**config.mk**
```make
export PLATFORM = sky130hd
export DESIGN_NAME = lue_unit
export DESIGN_NICKNAME = d
export VERILOG_FILES = /design/src/verilog/lue_pkg.sv /design/src/verilog/lue_unit.sv
export VERILOG_INCLUDE_DIRS = /design/src /design/src/verilog
export SDC_FILE = /design/constraint.sdc
export NUM_CORES = 1
export LEC_CHECK = 0
export BUFFER_PORTS_ARGS = -buffer_cell sky130_fd_sc_hd__clkbuf_2
export CAP_MARGIN = 15
export CELL_PAD_IN_SITES_DETAIL_PLACEMENT = 0
export CELL_PAD_IN_SITES_GLOBAL_PLACEMENT = 1
export CORE_UTILIZATION = 46
export CTS_CLUSTER_DIAMETER = 200
export DETAILED_ROUTE_END_ITERATION = 7
export HOLD_SLACK_MARGIN = 0.06
export MAX_ROUTING_LAYER = met4
export PLACE_DENSITY_LB_ADDON = 0.1
export SETUP_SLACK_MARGIN = 0.1
export SLEW_MARGIN = 20
export SYNTH_ARGS = -nofsm -noshare
export SYNTH_HDL_FRONTEND = slang
export SYNTH_SLANG_ARGS = --single-unit
```
**constraint.sdc**
```tcl
create_clock -name sys_clk -period 6.3 [get_ports sys_clk]
set_clock_uncertainty 0.15 [all_clocks]
set_input_delay 1.89 -clock sys_clk [delete_from_list [all_inputs] [get_ports sys_clk]]
set_output_delay 1.89 -clock sys_clk [all_outputs]
set_load 0.01 [all_outputs]
```
**src/verilog/lue_map.svh**
```systemverilog
// Offsets, field positions, reset values for the local interrupt unit enable/state block.
// Assumes inclusion by the design module only.
`ifndef LUE_MAP_SVH
`define LUE_MAP_SVH
`define LUE_BASE_LOC_ADDR 32'h0000001b
`define LUE_BOOT_BIT 8
`define LUE_GEN_BIT 11
`define LUE_BASE_LO 12
`define LUE_BASE_HI 35
`define LUE_BASE_RST 24'h0fee00
`define LUE_WIN_SHIFT 12
`define LUE_SPUR_RST 32'h000000ff
`define LUE_SWEN_BIT 8
`define LUE_FMT_RST 32'hffffffff
`define LUE_MASK_BIT 16
`define LUE_LVT_RST 32'h00010000
`define LUE_FEAT_BIT 9
`define LUE_OFF_ID 12'h020
`define LUE_OFF_TPR 12'h080
`define LUE_OFF_LTR 12'h0d0
`define LUE_OFF_FMT 12'h0e0
`define LUE_OFF_SPUR 12'h0f0
`define LUE_OFF_CMD_LO 12'h300
`define LUE_OFF_LVT0 12'h320
`define LUE_OFF_LVT5 12'h370
`define LUE_OFF_INIT 12'h380
`define LUE_OFF_DIV 12'h3e0
`define LUE_ID_POS 24
`define LUE_STRAP_LATCH 2'h2
`endif

```
**src/verilog/lue_pkg.sv**
```systemverilog
// Types for the local interrupt unit enable/state block.
// Assumes lue_map.svh is on the include path.
package lue_pkg;
  typedef enum logic [1:0] {
    LUE_ST_ON = 2'b00,
    LUE_ST_SWOFF = 2'b01,
    LUE_ST_GLOFF = 2'b11
  } lue_mode_t;
endpackage : lue_pkg

```
**src/verilog/lue_unit.sv**
```systemverilog
// Enable, relocation, identity and reset-state control of a local interrupt unit.
// Assumes a core-side register port on sys_clk; strap pins are asynchronous.
`include "lue_map.svh"

module lue_unit import lue_pkg::*; #(
  parameter int ID_W = 8,
  parameter int NUM_LVT = 6
) (
  // Clock and reset
  input wire logic sys_clk,
  input wire logic sys_rst,
  // Straps (asynchronous)
  input wire logic [ID_W-1:0] strapId,
  input wire logic strapBoot,
  // Model-specific register port
  input wire logic msrWr,
  input wire logic msrRd,
  input wire logic [31:0] msrAddr,
  input wire logic [63:0] msrWdata,
  output logic [63:0] msrRdata,
  output logic msrAck,
  // Memory-mapped window port
  input wire logic memWr,
  input wire logic memRd,
  input wire logic [35:0] memAddr,
  input wire logic [31:0] memWdata,
  output logic [31:0] memRdata,
  output logic memHit,
  // Interprocessor traffic in progress
  input wire logic ipiBusy,
  // Incoming messages
  input wire logic msgRestart,
  input wire logic msgNmi,
  input wire logic msgSmi,
  input wire logic msgStartup,
  // Status to core
  output logic unitPresent,
  output logic swEnabled,
  output logic [31:0] idResult,
  output logic takeRestart,
  output logic takeNmi,
  output logic takeSmi,
  output logic takeStartup,
  output logic [NUM_LVT-1:0] lvtMasked
);

  typedef struct packed {
    logic [ID_W-1:0] idSync1, idSync2;
    logic bootSync1, bootSync2;
    logic [1:0] strapWait;
    logic bootFlag;
    logic globalEn;
    logic [23:0] base;
    logic [ID_W-1:0] unitId;
    logic [31:0] spur, task_priority_reg, ltr, fmt, cmdLo, initCnt, divCfg;
    logic [NUM_LVT-1:0][31:0] local_vector_table;
    lue_mode_t mode;
    logic [63:0] msrRdata;
    logic msrAck;
    logic [31:0] memRdata;
    logic memHit;
    logic unitPresent, swEnabled;
    logic [31:0] idResult;
    logic takeRestart, takeNmi, takeSmi, takeStartup;
    logic [NUM_LVT-1:0] lvtMasked;
  } lue_state_t;

  lue_state_t st, next_st;
  logic [11:0] off;
  logic inWin;
  int i;

  //////////////////////////////////////////////////////////////////////////////
  always_comb begin
    // Software disable clears nothing, so pending state is kept
    next_st = st;
    off = memAddr[11:0];
    inWin = (memAddr[35:`LUE_WIN_SHIFT] == st.base) && st.globalEn;
    next_st.idSync1 = strapId;
    next_st.idSync2 = st.idSync1;
    next_st.bootSync1 = strapBoot;
    next_st.bootSync2 = st.bootSync1;
    // Straps need two edges through the synchroniser before the latch
    if (st.strapWait != 2'h3) begin
      next_st.strapWait = st.strapWait + 2'h1;
      if (st.strapWait == `LUE_STRAP_LATCH) begin
        next_st.unitId = st.idSync2;
        next_st.bootFlag = st.bootSync2;
      end
    end
    next_st.msrAck = 1'b0;
    next_st.msrRdata = 64'h0;
    if ((msrWr || msrRd) && msrAddr == `LUE_BASE_LOC_ADDR) begin
      next_st.msrAck = 1'b1;
      next_st.msrRdata[`LUE_BOOT_BIT] = st.bootFlag;
      next_st.msrRdata[`LUE_GEN_BIT] = st.globalEn;
      next_st.msrRdata[`LUE_BASE_HI:`LUE_BASE_LO] = st.base;
      if (msrWr) begin
        next_st.globalEn = st.globalEn & msrWdata[`LUE_GEN_BIT];
        next_st.base = msrWdata[`LUE_BASE_HI:`LUE_BASE_LO];
      end
    end
    next_st.memHit = 1'b0;
    next_st.memRdata = 32'h0;
    if ((memWr || memRd) && inWin) begin
      next_st.memHit = 1'b1;
      case (off)
        `LUE_OFF_ID: next_st.memRdata = 32'(st.unitId) << `LUE_ID_POS;
        `LUE_OFF_TPR: next_st.memRdata = st.task_priority_reg;
        `LUE_OFF_LTR: next_st.memRdata = st.ltr;
        `LUE_OFF_FMT: next_st.memRdata = st.fmt;
        `LUE_OFF_SPUR: next_st.memRdata = st.spur;
        `LUE_OFF_CMD_LO: next_st.memRdata = st.cmdLo;
        `LUE_OFF_INIT: next_st.memRdata = st.initCnt;
        `LUE_OFF_DIV: next_st.memRdata = st.divCfg;
        default: begin
          for (i = 0; i < NUM_LVT; i++) begin
            if (off == `LUE_OFF_LVT0 + 12'(i * 16)) next_st.memRdata = st.local_vector_table[i];
          end
        end
      endcase
      if (memWr) begin
        case (off)
          `LUE_OFF_ID: next_st.unitId = memWdata[`LUE_ID_POS +: ID_W];
          `LUE_OFF_TPR: next_st.task_priority_reg = memWdata;
          `LUE_OFF_LTR: next_st.ltr = memWdata;
          `LUE_OFF_FMT: next_st.fmt[31:28] = memWdata[31:28];
          `LUE_OFF_SPUR: next_st.spur[8:0] = memWdata[8:0];
          `LUE_OFF_CMD_LO: next_st.cmdLo = memWdata;
          `LUE_OFF_INIT: next_st.initCnt = memWdata;
          `LUE_OFF_DIV: next_st.divCfg = memWdata;
          default: begin
            for (i = 0; i < NUM_LVT; i++) begin
              if (off == `LUE_OFF_LVT0 + 12'(i * 16)) next_st.local_vector_table[i] = memWdata;
            end
          end
        endcase
      end
    end
    // Mode: software disable waits for in-flight interprocessor traffic; global disable does not
    case (st.mode)
      LUE_ST_ON: begin
        if (!st.globalEn) next_st.mode = LUE_ST_GLOFF;
        else if (!st.spur[`LUE_SWEN_BIT] && !ipiBusy) next_st.mode = LUE_ST_SWOFF;
      end
      LUE_ST_SWOFF: begin
        if (!st.globalEn) next_st.mode = LUE_ST_GLOFF;
        else if (st.spur[`LUE_SWEN_BIT]) next_st.mode = LUE_ST_ON;
      end
      LUE_ST_GLOFF: next_st.mode = LUE_ST_GLOFF;
      default: next_st.mode = LUE_ST_GLOFF;
    endcase
    // Masks forced while not enabled; pending state is untouched
    if (next_st.mode != LUE_ST_ON) begin
      for (i = 0; i < NUM_LVT; i++) next_st.local_vector_table[i][`LUE_MASK_BIT] = 1'b1;
    end
    for (i = 0; i < NUM_LVT; i++) next_st.lvtMasked[i] = next_st.local_vector_table[i][`LUE_MASK_BIT];
    next_st.unitPresent = next_st.globalEn;
    next_st.swEnabled = (next_st.mode == LUE_ST_ON);
    next_st.idResult = 32'(next_st.unitId) << `LUE_ID_POS;
    // Messages accepted in every mode except global disable; startup is also refused on the boot processor
    next_st.takeRestart = msgRestart && st.globalEn;
    next_st.takeNmi = msgNmi && st.globalEn;
    next_st.takeSmi = msgSmi && st.globalEn;
    next_st.takeStartup = msgStartup && st.globalEn && !st.bootFlag;
  end

  //////////////////////////////////////////////////////////////////////////////
  always_ff @(posedge sys_clk) begin
    if (sys_rst) begin
      st <= '0;
      st.globalEn <= 1'b1;
      st.base <= `LUE_BASE_RST;
      st.fmt <= `LUE_FMT_RST;
      st.spur <= `LUE_SPUR_RST;
      st.local_vector_table <= {NUM_LVT{`LUE_LVT_RST}};
      st.lvtMasked <= '1;
      st.unitPresent <= 1'b1;
      st.mode <= LUE_ST_SWOFF;
    end else begin
      st <= next_st;
    end
  end

  assign msrRdata = st.msrRdata;
  assign msrAck = st.msrAck;
  assign memRdata = st.memRdata;
  assign memHit = st.memHit;
  assign unitPresent = st.unitPresent;
  assign swEnabled = st.swEnabled;
  assign idResult = st.idResult;
  assign takeRestart = st.takeRestart;
  assign takeNmi = st.takeNmi;
  assign takeSmi = st.takeSmi;
  assign takeStartup = st.takeStartup;
  assign lvtMasked = st.lvtMasked;
endmodule : lue_unit
```
Yosys cells after proc, flatten, opt, wreduce, memory -nomap -nowiden
Index checks and enable logic that the tools add are counted.
W data, S select, Z words.
{ "totals": {"mem_count": 0, "rom_bits": 0, "out_inout_bits": 142, "ram_bits": 0, "latch_bits": 0, "word_cells": 136, "register_bits": 554, "input_bits": 184} }
{ "classes": {"bitwise": 4, "div": 0, "mul": 0, "n_lt_le_gt_ge": 0, "add_sub_neg": 1, "n_reduce_logical": 35, "n_mux": 36, "shifts": 0, "eq_ne": 19} }
{ "ops": {"columns": ["op", "n"], "rows": [
  ["$mux W177", 3],
  ["$mux W32", 11],
  ["$pmux W32 S8", 1],
  ["$eq A12 B10 Y1 const B", 9],
  ["$mux W25", 2],
  ["$eq A12 B8 Y1 const B", 4],
  ["$mux W8", 5],
  ["$eq A32 B5 Y1 const B", 1],
  ["$eq A24 B24 Y1", 1],
  ["$reduce_and A4 Y1", 6],
  ["$reduce_and A3 Y1", 7],
  ["$mux W17", 1],
  ["$eq A12 B6 Y1 const B", 1],
  ["$logic_and A1 B1 Y1", 9],
  ["$mux W1", 8],
  ["$mux W2", 4],
  ["$reduce_or A8 Y1", 1],
  ["$logic_not A2 Y1", 2],
  ["$pmux W2 S2", 1],
  ["$reduce_and A2 Y1", 2],
  ["$reduce_or A2 Y1", 2],
  ["$logic_not A1 Y1", 3],
  ["$not A1 Y1", 3],
  ["$add A2 B1 Y2 const B", 1],
  ["6 further kinds", 7]
]} }

Depth between registers and ports, before layout
Gate-level depths: netlist of the first run.
{ "logic_depth": {"ltp_word": 8, "ltp_mapped": 10, "mapped_depth_nobuf": 6} }

Worst setup path before layout of the first run
No wires, ideal clock.
{ "synth_timing": {"path_kind": "input to register", "start": "in memAddr[1]", "end": "reg st[415] (netlist name)", "path_stages": 10, "path_slack_ns": 2.131, "required_ns": 6.080, "setup_time_ns": 0.070, "arrival_time_ns": 3.948, "n_path_buf": 4, "path_cell_list": "or4_1 > clkbuf_1 > or3_1 > buf_2 > nor3_4 > and4_1 > buf_4 > buf_6 > nand2_1 > a21oi_1"} }
{ "synth_via": {"elab_chain_len": 2} }
{ "synth_rtl": {"columns": ["element", "line_no", "rtl"], "rows": [
  ["start: declaration", "lue_unit.sv:25", "input wire logic [35:0] memAddr,"],
  ["$eq A12 B10 Y1", "lue_unit.sv:123", "case (off)"],
  ["$reduce_and A3 Y1 (no source line)", null, null],
  ["end signal: assignment", "lue_unit.sv:181", "st <= next_st;"],
  ["end: declaration", "lue_unit.sv:68", "lue_state_t st, next_st;"]
]} }
No other way between the ends.
A chain may end at the register's enable or synchronous reset.

Worst setup path after layout of the first run
{ "layout_timing": {"start": "in memAddr[7]", "end": "reg st[524] (netlist name)"} }
{ "layout_via": {"elab_chain_len": 2} }
{ "layout_rtl": {"columns": ["element", "line_no"], "rows": [
  ["$eq A12 B8 Y1", "lue_unit.sv:123"],
  ["$reduce_and A3 Y1 (no source line)", null]
]} }
No other way between the ends.

==> results of run 1 <==
## cells in the final DEF, fill, tap and decap left out, types with 34 or more instances in the layout
master / Yosys / routed
a21oi_1: 311 / 311
a221oi_1: 37 / 36
a22oi_1: 42 / 42
and2_1: 57 / 57
buf_4: 135 / 71
clkbuf_16: 0 / 53
clkbuf_2: 0 / 222
conb_1: 1 / 62
dfxtp_1: 486 / 486
mux2i_1: 152 / 152
nand2_1: 531 / 531
nand3_1: 34 / 34
nor2_1: 223 / 222
## kinds of logic after synthesis
family | synth area share, %
AO/OA/AOI/OAI | 15.7
XOR/XNOR | 1.03
adder cells (fa/ha/maj) | 0.117
buffers and inverters | 9.28
flip-flops | 45.5
multiplexers | 8.86
other | 0.0176
AND/OR/NAND/NOR | 19.5
## where the power goes
part | switching, mW | internal [mW] | total [mW] | leakage (nW)
sequential | 0.00571 | 3.08 | 3.09 | 3.92
combinational | 0.220 | 0.0936 | 0.313 | 4.69
clock | 1.24 | 1.76 | 3.01 | 0.832
## final cells by class
class	instances	area share (%)
Antenna cell	3	0.0314
Clock buffer	75	6.43
Clock inverter	14	0.502
Inverter	21	0.329
Multi-Input combinational cell	1777	41.6
Sequential cell	486	40.7
Tap cell	600	3.14
Timing Repair Buffer	298	7.27
## state kept, by name, indices dropped and copies added (netlist names)
register     cells
st             398
memRdata        32
msrRdata        26
next_st          9
idResult         8
lvtMasked        5
memHit           1
msrAck           1
swEnabled        1
takeNmi          1
takeRestart      1
takeSmi          1
takeStartup      1
unitPresent      1
## synthesized netlist by cell type, drive strengths merged (7+ instances only)
cell type | instances | area (um^2)
nand3 | 34 | 170
nand4 | 23 | 144
a211o | 22 | 193
clkbuf | 179 | 672
a222oi | 10 | 100
a22o | 12 | 105
a211oi | 33 | 248
nand2 | 531 | 1990
mux2i | 152 | 1520
xnor2 | 24 | 210
nor2 | 224 | 843
buf | 179 | 1230
and3 | 10 | 62.6
a22oi | 42 | 315
and4 | 8 | 70.1
o22ai | 24 | 150
o211ai | 7 | 52.6
nor2b | 33 | 206
and2 | 58 | 363
a21oi | 311 | 1560
mux2 | 33 | 372
a221oi | 37 | 324
nor4 | 13 | 87.6
a221o | 9 | 90.1
inv | 21 | 78.8
nor3 | 8 | 61.3
dfxtp | 486 | 9730
o21ai | 20 | 100
## layer usage
metal	GRT usage, %	wire length [um]
met4	8.43	1610
met3	4.52	4670
met1	37.5	29600
met2	46.8	32700
met5	-	0
## worst paths after layout
check | slack [ns] | to | from
setup / recovery | 1.55 | st[524] | memAddr[7]
hold / removal | 0.29 | st[604] | next_st[604]
setup reg to reg | 3.14 | st[351] | st[573]
hold reg to reg | 0.29 | st[604] | next_st[604]
## per-stage QoR
stage | worst slack [ns] | hold WS [ns] | instances | power [mW] | util, %
after floorplan | 2.13 | 0.264 | 2642 | 3.37 | -
after global routing | 1.43 | 0.306 | 3274 | 6.61 | 52.5
final | 1.55 | 0.288 | 3274 | 6.41 | 52.5
after detailed placement | 1.03 | 0.278 | 3182 | 3.47 | 48.8
after global placement | 1.05 | 0.271 | 3182 | 3.47 | 48.8
after CTS | 1.65 | 0.290 | 3271 | 6.46 | 52.5
## critical path, stage by stage
cell and delay (ns):
clkbuf_2 0.51, buf_4 0.35, nor4b_1 0.30, buf_4 0.23
and2_1 0.15, buf_4 0.43, and4_1 0.73, buf_12 0.26
nand2_1 0.07, a21oi_1 0.16
==> summary.md, run 1 <==
| Metric | Value |
|---|---|
| Status | `completed` |
| Area of the die | `47300 um^2` |
| MaxCap Viol Count | `0` |
| Drt initial violations | `1664` |
| Initial core utilization | `46.9%` |
| Post-route minimum period | `4.75 ns` |
| Post-detailed-route via-to-cell ratio | `5.56` |
| I/O pins | `326` |
| Fin area | `23900 um^2` |
| Post-CTS setup buffer count | `0` |
| Total CTS buffers | `52` |
| Crit path DAT | `5.12 ns` |
| FF+latch count, synth | `486` |
| Hold-fix buffers, CTS | `0` |
| Post-route ant nets | `0` |
| Cells after Synth | `2581` |
| Setup TNS | `0 ns` |
| Power per standard cell area | `268 nW/um^2` |
| Largest net degree at the start of global routing | `168` |
| Synth cell types | `56` |
| Clock sinks | `486` |
| Avg Inst Size Synth | `8.28 um^2` |
| Fraction of layout cells with a size suffix above 1 | `16.1%` |
| Worst hold stages | `1` |
| Post-DP Area | `22300 um^2` |
| Height of the die | `217 um` |
| Reg2reg path depth | `8` |
| Clock Latency Late Sink | `0.61 ns` |
| CP Launch Type | `input port` |
| Final Net Count | `2822` |
| Critical path class | `in2reg` |
| Routed len/inst | `20.9 um` |
| Reg clk slew, reported paths | `0.06 ns` |
| First-pass GRT wire length | `102000 um` |
| Endpoints failing setup | `0` |
| Core box area | `45600 um^2` |
| Max-slew violation count | `0` |
| PortBufs | `224` |
| Post-synth EDFFs | `0` |
| Ys flop type | `dfxtp_1` |
| FMAX | `0.211 GHz` |
| Footprint of the multi-input gates | `9960 um^2` |
| Fill count | `4290` |
| DRC viols | `0` |
| Worst VDD drop | `0.201 mV` |
| Sequential area share after synthesis | `45.5%` |
| Drt pass-1 iters | `6` |
| # resized after CTS | `0` |
| Slew at the pin closest to its max-slew limit | `1.09 ns` |
| Leakage Power | `9.44 nW` |
| Synth-to-Final Area Change | `12.0%` |
| RSZ-0062 raised after global routing | `false` |
| Period utilization | `75.4%` |
| Total GRT Usage | `29.1%` |
| Routed wire length | `68600 um` |
| CP Max Fanout | `29` |
| Fraction of registers with async set/reset | `0%` |
| CP required | `6.67 ns` |
| Congestion Overflow GR | `0` |
| Worst Hold Class | `reg2reg` |
| Row Count | `78` |
| Rel. slew slack | `27.1%` |
| DIE WIDTH | `217 um` |
| Clock root buffer master | `clkbuf_16` |
| Antenna violations before repair | `5` |
| Htree depth | `2` |
| Bufs on Longest Clock Path | `3` |
| Crit. End Element | `flop` |
| Final Hold Fails | `0` |
| HPWL after DPL | `43700 um` |
| TritonCTS clock tree | `built` |
| Post-Syn Area | `21400 um^2` |
| FF+latch area | `9730 um^2` |
| Vias | `18200` |
| Routability cong. | `0.845` |
| Number of global-route vias before repair | `17000` |
| Yosys warning count | `0` |
Power figures use the tool's default switching activity.
==> run 2, diff against run 1 <==
- CORE_UTILIZATION: 46 -> 42
- clock period: 6.3 -> 4.4 ns (I/O delays scaled with it)
==> summary.md, run 2 (same netlist as run 1, synthesis figures left out) <==
| Metric | Value |
|---|---|
| Core box area | `50200 um^2 (+10%)` |
| Max FFs per register | `398 (unchanged)` |
| Drt initial violations | `1539 (-7.5%)` |
| First-pass GRT wire length | `102000 um (-0.50%)` |
| Fin area | `24100 um^2 (+0.61%)` |
| Crit path DAT | `3.86 ns (-1.26 ns)` |
| Critical path's top delay family | `simple AND/OR/NAND/NOR gates` |
| Power per standard cell area | `384 nW/um^2 (+43%)` |
| Endpoints failing setup | `0 (unchanged)` |
| Post-detailed-route via-to-cell ratio | `5.38 (-3.2%)` |
| Antenna violations before repair | `3 (-2)` |
| Setup TNS | `0 ns (unchanged)` |
| RSZ-0062 raised after global routing | `false` |
| Synth-to-Final Area Change | `12.7%` |
| Post-route insts no fill | `3351 (+2.4%)` |
| HPWL after DPL | `43500 um (-0.48%)` |
| Footprint of the multi-input gates | `9960 um^2 (unchanged)` |
| Area of the die | `51800 um^2 (+9.4%)` |
| Final Net Count | `2823 (+0.035%)` |
| Worst VDD drop | `0.265 mV (+32%)` |
| Leakage Power | `9.45 nW (about the same)` |
| Hold endpoint | `st[596]` |
| Slowest-stage cell, CP | `or4_1` |
| Total power | `9.25 mW (+44%)` |
| TritonCTS clock tree | `built` |
| Commonest non-fill, non-tap cell in the layout | `nand2_1` |
| Comb pwr share | `4.9% (about the same)` |
| I/O pins | `326 (unchanged)` |
| Clock Latency Late Sink | `0.61 ns (about the same)` |
| Final Hold Fails | `0 (unchanged)` |
| Finished Core Util | `48.0% (-4.5 points)` |
| Slew at the pin closest to its max-slew limit | `0.971 ns (-0.122 ns)` |
| Reg power frac | `47.8% (-0.4 points)` |
| Post-DP Area | `22400 um^2 (+0.52%)` |
| Fraction of layout cells with a size suffix above 1 | `15.8% (-0.26 points)` |
| Height of the die | `228 um (+4.6%)` |
| Worst Hold Class | `reg2reg` |
| Reg2reg path depth | `8 (unchanged)` |
| Crit. End Element | `flop` |
| Critical path class | `in2reg` |
| Clock root buffer master | `clkbuf_16` |
| Rel. slew slack | `35.1% (+8.0 points)` |
| # resized after CTS | `0 (unchanged)` |
| Routed wire length | `67800 um (-1.1%)` |
| Hold-fix buffers, CTS | `0 (unchanged)` |
| Drt pass-1 iters | `6 (unchanged)` |
| MaxCap Viol Count | `0 (unchanged)` |
| Worst r2r src | `st[584]` |
| M3 GR Usage | `4.16% (-0.36 points)` |
| Hold Crit Start | `next_st[596]` |
| Worst hold stages | `1 (unchanged)` |
| CP Max Fanout | `55 (+90%)` |
| Reg clk slew, reported paths | `0.06 ns (about the same)` |
| PortBufs | `224 (unchanged)` |
| Max-slew violation count | `0 (unchanged)` |
| Row Count | `82 (+5.1%)` |
| DRC viols | `0 (unchanged)` |
| FMAX | `0.281 GHz` |
| CP cell instances | `clkbuf_2 -> or4_1 -> or3_2 -> buf_12 -> nor2_1 -> a221o_1 -> o21ai_0 -> a2111oi_0` |
| Post-route minimum period | `3.56 ns` |
| Largest net degree at the start of global routing | `183 (+8.9%)` |
| Vias | `18000 (-0.93%)` |
| Commonest non-fill, non-tap cells in the layout | `531 x nand2_1, 486 x dfxtp_1, 311 x a21oi_1` |
| Routed len/inst | `20.2 um (-3.3%)` |
| FF-to-FF End | `memRdata[25]` |
| Gr busiest metal | `met2` |
| Post-CTS setup buffer count | `0 (unchanged)` |
| Htree depth | `2 (unchanged)` |
| CP max stage delay | `0.69 ns (-0.04 ns)` |
| Fill count | `4869 (+13%)` |
| Placed cells | `3254 (+2.3%)` |
| Initial core utilization | `42.6% (-4.3 points)` |
| Met1 GRT Util | `34.8% (-2.7 points)` |
| Total GRT Usage | `26.7% (-2.3 points)` |
| Bufs on Longest Clock Path | `3 (unchanged)` |
| Sw frac | `23.0% (+0.032 points)` |
| WP buf/inv | `2 (-3)` |
| M2 GR Usage | `42.0% (-4.8 points)` |
| Period utilization | `80.9%` |
| CP Launch Type | `input port` |
| DIE WIDTH | `228 um (+4.6%)` |
| Clock sinks | `486 (unchanged)` |
| Top reg by flops | `st` |
| Reg-to-reg setup timing slack | `1.85 ns (-1.29 ns)` |
| Internal | `7.13 mW (+44%)` |
| Clock Power Share | `47.2% (+0.3 points)` |
| Switching pwr | `2.13 mW (+45%)` |
| Routability cong. | `0.901 (+6.7%)` |
| Number of global-route vias before repair | `17000 (+0.52%)` |
| CP required | `4.70 ns (-1.97 ns)` |
| FF+latch area | `9730 um^2 (unchanged)` |
| Post-route ant nets | `0 (unchanged)` |
| Total CTS buffers | `53 (+1.9%)` |
| Congestion Overflow GR | `0 (unchanged)` |
| Status | `completed` |
run 2: worst max-delay path by stage:
stage                     slack [ns]           end  cells after the start        from
after global routing            0.81   memRdata[1]                      8  memAddr[1]
after floorplan                 0.80       st[415]                     10  memAddr[1]
final                           0.84   memRdata[1]                      8  memAddr[1]
after CTS                       0.91   memRdata[1]                      8  memAddr[1]
after global placement          0.28  memRdata[25]                      9  memAddr[1]
after detailed placement        0.24   memRdata[1]                      8  memAddr[1]
run 2: cell type report:
class                           count  area share [%]
Inverter                           21           0.327
Sequential cell                   486            40.4
Clock buffer                       86            6.62
Clock inverter                      9           0.411
Tap cell                          672            3.49
Timing Repair Buffer              298            7.33
Multi-Input combinational cell   1777            41.4
Antenna cell                        2          0.0208
run 2: per-layer routing:
metal,part of all wire (%),up-vias,routed length [um]
li1,-,8686,-
met1,45,8677,30600
met2,46,552,31200
met3,5.7,127,3890
met4,3.1,0,2110
met5,0,-,0
run 2: metrics by stage:
stage                     setup slack, ns  hold WS (ns)
final                               0.838         0.284
after global routing                0.808         0.300
after CTS                           0.905         0.291
after detailed placement            0.243         0.277
after global placement              0.280         0.270
after floorplan                     0.801         0.264
run 2: power by group through the flow:
stage	registers (mW)	logic (mW)	clock network (mW)
after floorplan	4.52	0.307	0
after global placement	4.52	0.451	0
after detailed placement	4.52	0.453	0
after CTS	4.43	0.455	4.49
after global routing	4.42	0.493	4.67
final	4.43	0.455	4.37
